--- src/verilog/ddrct_consts.vh ---
/*
 * Timing constants for the DDR3 command timing controller.
 * Assumes a 50 MHz controller clock that also paces the command clock.
 */
`ifndef DDRCT_CONSTS_VH
`define DDRCT_CONSTS_VH
// Controller clock period in picoseconds.
`define DDRCT_TCK_PS          20000
// Row precharge time in picoseconds.
`define DDRCT_TRP_PS          15000
// Minimum row active time in picoseconds.
`define DDRCT_TRAS_PS         35000
// Write recovery time in picoseconds.
`define DDRCT_TWR_PS          15000
// Write recovery floor in DLL-disable mode, in clocks.
`define DDRCT_TWR_DLLOFF_CK   4
// Refresh cycle time in picoseconds.
`define DDRCT_TRFC_PS         110000
// Refresh to power-down minimum, in clocks.
`define DDRCT_TREFPDEN_CK     1
// Power-down exit with DLL off, in picoseconds.
`define DDRCT_TXPDLL_PS       24000
// Average refresh interval at or below 85 C, in nanoseconds.
`define DDRCT_TREFI_NS        7812
// Nine-refresh window in nanoseconds.
`define DDRCT_TREF9_NS        70300
// Slow-clock threshold for precharge-all after refresh, in ps.
`define DDRCT_SLOWCK_PS       40000
// Write recovery start offsets after write latency, in clocks.
`define DDRCT_WR_START_BL8    4
`define DDRCT_WR_START_BC4F   2
// Write latency in clocks.
`define DDRCT_CWL_CK          5
// Command encodings on o_cmd.
`define DDRCT_CMD_NOP         3'h0
`define DDRCT_CMD_ACT         3'h1
`define DDRCT_CMD_RD          3'h2
`define DDRCT_CMD_WR          3'h3
`define DDRCT_CMD_PRE         3'h4
`define DDRCT_CMD_REF         3'h5
`define DDRCT_CMD_PREA        3'h6
// Burst modes on i_burst.
`define DDRCT_BURST_BL8       2'h0
`define DDRCT_BURST_BC4_OTF   2'h1
`define DDRCT_BURST_BC4_FIX   2'h2
`endif

--- src/verilog/ddrct_ctrl.v ---
/*
 * DDR3 command timing controller: takes user requests for one bank and
 * issues ACTIVATE, READ, WRITE, PRECHARGE and REFRESH with every timing
 * gap held by counters. Assumes the user holds a request until accepted
 * and that the temperature flag may come from an asynchronous source.
 */
// What this block does, except
// Precharge to activate spaced by rounded-up tRP
// Auto precharge waits for row active minimum
// DLL-off write recovery is max(4CK,15ns)
// BL8 and OTF BC4 recovery starts WL+4
// Fixed BC4 recovery starts at WL+2
// Refresh every 7.8125 us at normal temperature
// Nine refreshes within every 70.3 us window
// Above 85 C refresh interval halves
// Clock enable low only after tREFPDEN, tXPDLL
// Keep NOP between back-to-back refreshes
// Below 25 MHz follow refresh with precharge-all
// Accesses spread evenly across rows; not done here, each access opens the row it requests
// Minimums round up, maximums round down
// Stall scheduler until every timing counter expires
`include "ddrct_consts.vh"
module ddrct_ctrl #(
    parameter integer TCK_PS     = `DDRCT_TCK_PS,
    parameter integer REFI_CYC   = (`DDRCT_TREFI_NS * 1000) / `DDRCT_TCK_PS,
    parameter integer CWL        = `DDRCT_CWL_CK,
    parameter integer ROW_W      = 14
) (
    input  wire             i_clk,
    input  wire             i_reset,
    input  wire             i_req,        // Access request, level.
    input  wire             i_req_wr,     // 1 for write, 0 for read.
    input  wire [ROW_W-1:0] i_req_row,    // Row of the access.
    input  wire             i_req_ap,     // Close row with auto precharge.
    input  wire [1:0]       i_burst,      // Burst mode of the access.
    input  wire             i_dll_off,    // Device runs in DLL-disable mode.
    input  wire             i_hot,        // Case above 85 C (async pin).
    input  wire             i_pd_req,     // Request to enter power-down.
    output reg              o_req_ack,    // One-cycle accept pulse.
    output reg  [2:0]       o_cmd,        // Command issued this cycle.
    output reg  [ROW_W-1:0] o_row,        // Row address with o_cmd.
    output reg              o_ap,         // Auto precharge flag with o_cmd.
    output reg              o_cke,        // Clock enable to the device.
    output reg              o_row_open    // A row is currently open.
);
    // Cycle counts; minimums round up, maximums round down.
    localparam integer TRP_CYC   = (`DDRCT_TRP_PS + TCK_PS - 1) / TCK_PS;
    localparam integer TRAS_CYC  = (`DDRCT_TRAS_PS + TCK_PS - 1) / TCK_PS;
    localparam integer TWRN_CYC  = (`DDRCT_TWR_PS + TCK_PS - 1) / TCK_PS;
    localparam integer TRFC_CYC  = (`DDRCT_TRFC_PS + TCK_PS - 1) / TCK_PS;
    localparam integer TXPD_CYC  = (`DDRCT_TXPDLL_PS + TCK_PS - 1) / TCK_PS;
    localparam integer R9_CYC    = (`DDRCT_TREF9_NS * 1000) / TCK_PS;
    // DLL-off write recovery takes the larger bound.
    localparam integer TWRD_CYC  = (TWRN_CYC > `DDRCT_TWR_DLLOFF_CK) ?
                                   TWRN_CYC : `DDRCT_TWR_DLLOFF_CK;
    // Slow clock needs a precharge-all after each refresh.
    localparam         SLOW_CK   = (TCK_PS > `DDRCT_SLOWCK_PS);
    // A refresh cycle of one clock or less needs a NOP gap.
    localparam integer REF_GAP   = (TRFC_CYC < 2) ? 2 : TRFC_CYC;
    // Power-down entry wait after refresh.
    localparam integer PDN_CYC   = (TXPD_CYC > `DDRCT_TREFPDEN_CK) ?
                                   TXPD_CYC : `DDRCT_TREFPDEN_CK;

    // Scheduler states.
    localparam [2:0] S_IDLE = 3'h0;
    localparam [2:0] S_OPEN = 3'h1;
    localparam [2:0] S_PRE  = 3'h2;
    localparam [2:0] S_REF  = 3'h3;
    localparam [2:0] S_PREA = 3'h4;
    localparam [2:0] S_PD   = 3'h5;

    reg  [2:0]  state;         // Scheduler state.
    reg  [15:0] rp_cnt;        // Precharge to activate timer.
    reg  [15:0] ras_cnt;       // Activate to precharge timer.
    reg  [15:0] wr_cnt;        // Write end plus recovery timer.
    reg  [15:0] rfc_cnt;       // Refresh busy timer.
    reg  [15:0] pdn_cnt;       // Refresh to power-down timer.
    reg  [19:0] refi_cnt;      // Average refresh interval timer.
    reg  [3:0]  ref_owed;      // Refreshes due and not yet issued.
    reg  [19:0] win_cnt;       // Nine-refresh window timer.
    reg  [3:0]  win_refs;      // Refreshes issued in current window.
    reg  [ROW_W-1:0] open_row; // Row held open in the bank.
    reg         hot_meta;      // First synchroniser stage of i_hot.
    reg         hot;           // Synchronised temperature flag.

    // Interval halves when hot; the owed count is capped at nine.
    wire [31:0] refi_full = hot ? (REFI_CYC / 2) : REFI_CYC;
    wire [19:0] refi_lim  = refi_full[19:0];
    // Urgent in the last four intervals of a window short of nine refreshes.
    wire win_late = (win_cnt >= R9_CYC - 4*REFI_CYC) && (win_refs < 4'h9);
    wire ref_due  = (ref_owed != 4'h0) || win_late;
    // Start offset of write recovery depends on burst mode.
    wire [31:0] wr_start = (i_burst == `DDRCT_BURST_BC4_FIX) ?
        `DDRCT_WR_START_BC4F : `DDRCT_WR_START_BL8;
    wire [31:0] wr_rec = i_dll_off ? TWRD_CYC : TWRN_CYC;
    // Full-width load values; the timers take their low bits on purpose.
    wire [31:0] wr_total  = CWL + wr_start + wr_rec;
    wire [31:0] trp_full  = TRP_CYC;
    wire [31:0] ras_full  = TRAS_CYC - 1;
    wire [31:0] gap_full  = REF_GAP - 1;
    wire [31:0] pdn_full  = PDN_CYC;
    wire [31:0] txpd_full = TXPD_CYC;
    // Precharge and refresh gating timers expired.
    wire t_ok = (rp_cnt == 16'h0000) && (rfc_cnt == 16'h0000);

    // Two-flop synchroniser for the temperature pin.
    always @(posedge i_clk) begin
        if (i_reset) begin
            hot_meta <= 1'b0;
            hot      <= 1'b0;
        end else begin
            hot_meta <= i_hot;
            hot      <= hot_meta;
        end
    end

    // Refresh interval and window bookkeeping.
    always @(posedge i_clk) begin
        if (i_reset) begin
            refi_cnt <= 20'h0_0000;
            ref_owed <= 4'h0;
            win_cnt  <= 20'h0_0000;
            win_refs <= 4'h0;
        end else begin
            // A new refresh falls due each interval; issuing pays one.
            if (refi_cnt + 20'h0_0001 >= refi_lim) begin
                refi_cnt <= 20'h0_0000;
                if (!(o_cmd == `DDRCT_CMD_REF) && ref_owed != 4'h9)
                    ref_owed <= ref_owed + 4'h1;
            end else begin
                refi_cnt <= refi_cnt + 20'h0_0001;
                if (o_cmd == `DDRCT_CMD_REF && ref_owed != 4'h0)
                    ref_owed <= ref_owed - 4'h1;
            end
            // Window restarts whenever it has seen nine refreshes.
            if (win_refs >= 4'h9 || win_cnt + 20'h0_0001 >= R9_CYC) begin
                win_cnt  <= 20'h0_0000;
                win_refs <= (o_cmd == `DDRCT_CMD_REF) ? 4'h1 : 4'h0;
            end else begin
                win_cnt <= win_cnt + 20'h0_0001;
                if (o_cmd == `DDRCT_CMD_REF)
                    win_refs <= win_refs + 4'h1;
            end
        end
    end

    // Command scheduler; one command or a NOP every clock.
    always @(posedge i_clk) begin
        if (i_reset) begin
            state      <= S_IDLE;
            rp_cnt     <= 16'h0000;
            ras_cnt    <= 16'h0000;
            wr_cnt     <= 16'h0000;
            rfc_cnt    <= 16'h0000;
            pdn_cnt    <= 16'h0000;
            open_row   <= {ROW_W{1'b0}};
            o_req_ack  <= 1'b0;
            o_cmd      <= `DDRCT_CMD_NOP;
            o_row      <= {ROW_W{1'b0}};
            o_ap       <= 1'b0;
            o_cke      <= 1'b1;
            o_row_open <= 1'b0;
        end else begin
            // Timers count down to zero by default.
            if (rp_cnt  != 16'h0000) rp_cnt  <= rp_cnt  - 16'h0001;
            if (ras_cnt != 16'h0000) ras_cnt <= ras_cnt - 16'h0001;
            if (wr_cnt  != 16'h0000) wr_cnt  <= wr_cnt  - 16'h0001;
            if (rfc_cnt != 16'h0000) rfc_cnt <= rfc_cnt - 16'h0001;
            if (pdn_cnt != 16'h0000) pdn_cnt <= pdn_cnt - 16'h0001;
            o_req_ack <= 1'b0;
            o_cmd     <= `DDRCT_CMD_NOP;
            o_ap      <= 1'b0;
            case (state)
                S_IDLE: begin
                    if (ref_due && t_ok) begin
                        o_cmd   <= `DDRCT_CMD_REF;
                        // At least one NOP before the next refresh.
                        rfc_cnt <= gap_full[15:0];
                        pdn_cnt <= pdn_full[15:0];
                        state   <= SLOW_CK ? S_PREA : S_IDLE;
                    end else if (i_pd_req && t_ok && !ref_due &&
                                 pdn_cnt == 16'h0000) begin
                        o_cke <= 1'b0;
                        state <= S_PD;
                    end else if (i_req && t_ok) begin
                        o_cmd      <= `DDRCT_CMD_ACT;
                        o_row      <= i_req_row;
                        open_row   <= i_req_row;
                        ras_cnt    <= ras_full[15:0];
                        o_row_open <= 1'b1;
                        state      <= S_OPEN;
                    end
                end
                S_OPEN: begin
                    // Row hit issues the access; a miss or refresh closes.
                    // The cycle after an accept is skipped: the user still
                    // holds the request then, and it must not run twice.
                    if (o_req_ack) begin
                        state <= S_OPEN;
                    end else if (i_req && i_req_row == open_row &&
                                 !ref_due) begin
                        o_cmd     <= i_req_wr ? `DDRCT_CMD_WR : `DDRCT_CMD_RD;
                        o_row     <= open_row;
                        o_ap      <= i_req_ap;
                        o_req_ack <= 1'b1;
                        if (i_req_wr)
                            wr_cnt <= wr_total[15:0];
                        // Device delays its own precharge to tRAS.
                        if (i_req_ap)
                            state <= S_PRE;
                    end else if (i_req || ref_due || i_pd_req) begin
                        state <= S_PRE;
                    end
                end
                S_PRE: begin
                    // Wait tRAS and write recovery before closing.
                    if (ras_cnt == 16'h0000 && wr_cnt == 16'h0000) begin
                        if (!o_ap && o_cmd != `DDRCT_CMD_RD &&
                            o_cmd != `DDRCT_CMD_WR)
                            o_cmd <= `DDRCT_CMD_PRE;
                        rp_cnt     <= trp_full[15:0];
                        o_row_open <= 1'b0;
                        state      <= S_IDLE;
                    end
                end
                S_PREA: begin
                    if (rfc_cnt == 16'h0000) begin
                        o_cmd  <= `DDRCT_CMD_PREA;
                        rp_cnt <= trp_full[15:0];
                        state  <= S_IDLE;
                    end
                end
                S_PD: begin
                    // Leave power-down when released or refresh falls due.
                    if (!i_pd_req || ref_due) begin
                        o_cke   <= 1'b1;
                        rp_cnt  <= txpd_full[15:0];
                        state   <= S_IDLE;
                    end
                end
                default: state <= S_IDLE;
            endcase
        end
    end
endmodule // ddrct_ctrl
--- config.mk ---
export PLATFORM = sky130hd
export DESIGN_NAME = ddrct_ctrl
export DESIGN_NICKNAME = d
export VERILOG_FILES = /design/src/verilog/ddrct_ctrl.v
export VERILOG_INCLUDE_DIRS = /design/src /design/src/verilog
export SDC_FILE = /design/constraint.sdc
export NUM_CORES = 1
export LEC_CHECK = 0
export BUFFER_PORTS_ARGS = -buffer_cell sky130_fd_sc_hd__buf_2
export CAP_MARGIN = 20
export CORE_ASPECT_RATIO = 0.9
export CORE_MARGIN = 1
export CORE_UTILIZATION = 60
export CTS_CLUSTER_SIZE = 12
export DETAILED_ROUTE_END_ITERATION = 10
export PLACE_DENSITY = 0.84
export REMOVE_ABC_BUFFERS = 1
export SYNTH_ARGS = -nofsm -noshare
export SYNTH_HDL_FRONTEND = slang
export SYNTH_SLANG_ARGS = --single-unit
--- constraint.sdc ---
create_clock -name i_clk -period 8.69 [get_ports i_clk]
set_input_delay 0.4345 -clock i_clk [delete_from_list [all_inputs] [get_ports i_clk]]
set_output_delay 0.4345 -clock i_clk [all_outputs]
set_load 0.1 [all_outputs]
# --- Word level (Yosys, flattened, before mapping) ---
# Index checks and enable logic that the tools add are counted.
totals:
  regBits: 168
  inputBits: 24
  word_cells: 181
classes:
  add_sub_neg: 13
  magnitude_cmp: 5
  n_eq_ne: 23
  mux: 67
  n_bitwise: 4
  n_reduce_logical: 50
op_table:
  columns: ["op", "count"]
  rows:
  - ["$mux W16", 20]
  - ["$logic_not A16 Y1", 5]
  - ["$reduce_bool A16 Y1", 5]
  - ["$sub A16 B1 Y16 const B", 5]
  - ["$mux W14", 5]
  - ["$mux W3", 16]
  - ["$pmux W16 S3", 1]
  - ["$add A20 B1 Y20 const B", 2]
  - ["$pmux W14 S2", 1]
  - ["$add A20 B1 Y21 const B", 1]
  - ["$ge A21 B12 Y1 const B", 1]
  - ["$ge A20 B11 Y1 const B", 1]
  - ["$ge A20 B9 Y1", 1]
  - ["$mux W4", 5]
  - ["$ne A2 B2 Y1 const B", 9]
  - ["$ne A4 B4 Y1 const B", 4]
  - ["$pmux W3 S5", 1]
  - ["$eq A14 B14 Y1", 1]
  - ["$logic_and A1 B1 Y1", 14]
  - ["$mux W1", 12]
  - ["$pmux W3 S4", 1]
  - ["$reduce_and A6 Y1", 2]
  - ["$reduce_bool A2 Y1", 5]
  - ["$eq A3 B3 Y1 const B", 3]
  - ["other kinds (25)", 41]

# --- Longest topological paths before layout ---
depth:
  ltp_word: 9
  depth_mapped: 15
  mapped_depth_nobuf: 15

# --- Least setup slack after synthesis ---
# Ideal clock, no wire load.
synth_timing:
  path_kind: "reg2reg"
  start: "reg refi_cnt[0]"
  end: "reg ref_owed[2]"
  setup_ns: 0.128
  arrival_ns: 3.438
  required_time_ns: 8.562
  slack_ns: 5.124
  stages_incl_launch_ff: 16
  path_buffers: 0
  cell_sequence: "dfxtp_1 ha_1 and4_1 nand2_1 xnor2_1 ha_1 a311oi_1 a221o_1 a31oi_1 nor4_4 xor2_1 ha_1 or4_1 mux2i_1 xnor2_1 nor2_1"
synth_between:
  elab_chain_len: 4
  elab_cells_between_ends: 6
synth_rtl:
  columns: ["element", "line", "rtl"]
  rows:
  - ["from (decl)", "ddrct_ctrl.v:78", "reg [19:0] refi_cnt;"]
  - ["from (signal assigned)", "ddrct_ctrl.v:131", "refi_cnt <= refi_cnt + 20'h0_0001;"]
  - ["$add A20 B1 Y20 *", "ddrct_ctrl.v:126", "if (refi_cnt + 20'h0_0001 >= refi_lim) begin"]
  - ["$ge A20 B9 Y1 *", "ddrct_ctrl.v:126", null]
  - ["$ne A2 B1 Y1 (no line) / $reduce_bool A2 Y1 (equally long branches)", null, null]
  - ["$reduce_and A2 Y1 (no line)", null, null]
  - ["to (signal assigned)", "ddrct_ctrl.v:129", "ref_owed <= ref_owed + 4'h1;"]
  - ["to (signal assigned)", "ddrct_ctrl.v:133", "ref_owed <= ref_owed - 4'h1;"]
  - ["to (decl)", "ddrct_ctrl.v:79", "reg [3:0] ref_owed;"]
# Mark *: on every way between the ends. The rest lies on a longest branch, timed or not.
# A chain may end at the register's enable or synchronous reset.

# --- Final worst setup path ---
# Ends and elaborated chain as after synthesis.

==> impl_results.md <==
* Outcome: complete, no violations
* Hold Crit Class: input port to flip-flop
* Synth Register Bits at between 150 and 200
* Clock skew at 8.58 ps
* Maxcap violations at 0
* Netlist cell types at 68
* Dominant cell type by area after synthesis: dfxtp_1
* Largest net degree at the start of global routing at 63
* Critical path's largest stage delay at approximately 550 ps
* Placer congestion estimate at 0.887
* CTS H-tree lvls at 4
* IO Port Bufs at 44
* Largest cells by area after synthesis: dfxtp_1 (41%), nor2_1 (7.8%), xnor2_1 (6.8%), xor2_1 (4.0%), ha_1 (3.1%)
* Critical Path Start Type: flip-flop
* Cell at the slowest stage of the critical path: nor4_4
* Antenna Nets Post-Route at 0
* Seq. cell area at about 3400 um2
* Post-CTS setup buffer count at 0
* Sequential share of power at 0.402
* Core area at 12900 um2
* FF-to-FF End: ref_owed[2]
* Endpoint type of the worst setup path: flip-flop
* Critical path type: flip-flop to flip-flop
* GRT overflow at 0
* CP max FO at 8
* Detailed Route WL at 16.2 mm
* Ys flop type: dfxtp_1
* Yosys top cell area share at 0.414
* Ys Warns at 0
* Io pins at 45
* Num CTS Buffers at 17
* Vias in the first global route at about 6100
* Reg2reg path depth at 15
* Slew HR at 0.325
* Cts hold-fix bufs at 0
* Fin nets at 1045
* Die H at 112 um
* Filler instances at roughly 1000
* Post-synthesis cell count at 962
* CP Launch Point: refi_cnt[0]
* Post-Route Setup TNS at 0 ps
* Multi-input gate area at 4540 um2
* Peak supply drop at between 0.2 and 0.25 mV
* Final Slew Violations at 0
* Placement Cell Area at ~8400 um2
* DRC at 0
* Worst slew pin tran at 1010 ps
* Post-DP HPWL at 11.1 mm
* Final Cell Area at about 9000 um2
* Cell Chain, Critical Path: ha_1 -> and4_1 -> nand2_1 -> xnor2_1 -> ha_1 -> a311oi_1 -> a221o_1 -> a31oi_1 -> nor4_4 -> xor2_1 -> ha_1 -> or4_1 -> mux2i_1 -> xnor2_1 -> nor2_1
* Switch share at 0.344
* RSZ-0062 raised after global routing: false
* Clk slew on worst S/H paths at about 60 ps
* Tmin final at 4030 ps
* Rows at 39
* Synth Cell Area at 8130 um2
* DR WL/cell at 13.7 um
* Async set-reset flop share out of synthesis at 0
* ANT cells at 0
* Initial antenna violation count at 0
* Net switching power at 0.882 mW
* Share of layout cells above drive strength 1 at 0.0907
* P per Cell Area at 285 nW/um2
* Worst R2R Start: refi_cnt[0]
* Cell mode on critical path: ha_1
* TritonCTS clock tree: done
* Initial DRC Count at 473
* WP data required at about 9000 ps
* Clock Tree Root: clkbuf_16
* Lkg Pwr at 3.41 nW
* WP data arrival at ~4300 ps
* P&R area growth vs syn at 10.5%
* Die width at 125 um
* DR vias/cell at 5.68
* Setup violators final at 0
* Clock Power Share at 0.274
* EDFF count, synth at 0
* FF-to-FF setup slack at approximately 4700 ps
* Post-CTS resize count at 0
* Overall Global Routing Usage at 0.238
* Initial Utilization at 0.629
* Total die area at around 14000 um2
* Sequential area share after synthesis at 0.414
* Max clock buf depth at 2
* Vias at 6688
* Max Freq at 248 MHz
* Sink Count at between 150 and 200
* Comb power frac at 0.324
* Clk Latency, worst-skew pair at 420 ps
* Fin crit share at 0.464
* Worst Setup EP: ref_owed[2]
* 1st-pass router iterations at 5
* Final Hold Viols at 0
* First-pass GRT wire length at 27.7 mm
* Mean Syn Cell Area at ~8.5 um2
* Pint at 1.68 mW
## metal layers
metal | vias to the layer above | GRT usage | wire (um)
met2 | 128 | 0.401 | 7820
met3 | 17 | 0.0572 | 671
met4 | 0 | 0.0851 | 198
li1 | 3404 | - | -
met1 | 3139 | 0.298 | 7470
met5 | - | 0 | 0
## power groups by stage
stage,Sequential [mW],Combinational (mW),Clock (mW)
finish,1.03,0.830,0.703
global route,1.05,0.950,0.752
detailed placement,1.04,0.820,0
CTS,1.03,0.836,0.714
global placement,1.04,0.796,0
floorplan,1.02,0.691,0
## metrics by stage
stage          setup slack (ps)  instances  hold slack [ps]  power, mW  utilization
2_1_floorplan              5130        937              414       1.71            -
4_1_cts                    4660       1178              213       2.58        0.695
3_3_place_gp               4890       1146              421       1.83        0.652
3_5_place_dp               4670       1146              449       1.86        0.652
6_report                   4660       1178              231       2.56        0.695
5_1_grt                    4370       1178              208       2.75        0.695
## synthesized netlist by cell type (all sizes together) (4+ instances only)
cell type  instances
inv               28
or2                5
and3               9
a31oi              6
nand4b             5
o41ai              4
and4               5
a211oi            20
or3               31
nor2b             10
buf               16
nor2             170
or4                6
a21oi             35
o21ai             31
nand4             16
xor2              37
mux2i             21
xnor2             63
nand3             32
o31ai              4
dfxtp            168
nor3              39
nand2             61
ha                20
nor3b              7
nor4              29
clkbuf            27
nand2b            16
## cells by family after synthesis
group	synth area share
fa+ha+maj	0.0308
xor+xnor	0.108
flops	0.414
mux	0.0272
compound gates	0.106
buf+inv	0.0371
other cells	0.000461
simple gates	0.278
## final cells by class
class | count | area share
multi-input cells | 741 | 0.505
flip-flops and latches | 168 | 0.374
clock buffers | 21 | 0.0501
repair buffers | 45 | 0.0253
well taps | 164 | 0.0228
inverters | 28 | 0.0117
clock inverters | 11 | 0.0107
## worst min-delay path by stage
stage,endpoint,depth (start not counted),from
finish,hot_meta,2,i_hot
global route,hot_meta,2,i_hot
CTS,hot_meta,2,i_hot
detailed placement,wr_cnt[5],2,wr_cnt[5]
global placement,hot,1,hot_meta
floorplan,hot,1,hot_meta
## placed cells by master (no fill, tap or decap), types with 21 or more instances in the layout
cell | synthesis | routed
nor2_1 | 168 | 168
dfxtp_1 | 168 | 168
xnor2_1 | 63 | 63
nand2_1 | 61 | 61
buf_2 | 13 | 44
nor3_1 | 38 | 38
xor2_1 | 37 | 37
a21oi_1 | 35 | 35
nand3_1 | 31 | 31
or3_1 | 31 | 31
o21ai_0 | 30 | 30
inv_1 | 28 | 28
nor4_1 | 26 | 26
mux2i_1 | 21 | 21
## critical path, delay by kind of cell, from the launching register on
kind | cells | cell delay (ps)
compound gates | 3 | 600
xor+xnor | 3 | 430
fa+ha+maj | 3 | 720
flops | 1 | 440
mux | 1 | 170
simple gates | 5 | 1510
## registers in the layout, summed over array words and instances, names as in the netlist, 3 cells and up
name,flops
open_row,14
o_cmd,3
wr_cnt,16
pdn_cnt,16
o_row,14
rfc_cnt,16
win_cnt,20
ref_owed,4
state,3
ras_cnt,16
rp_cnt,16
refi_cnt,20
win_refs,4
No activity file was read; power rests on OpenSTA's default activity.
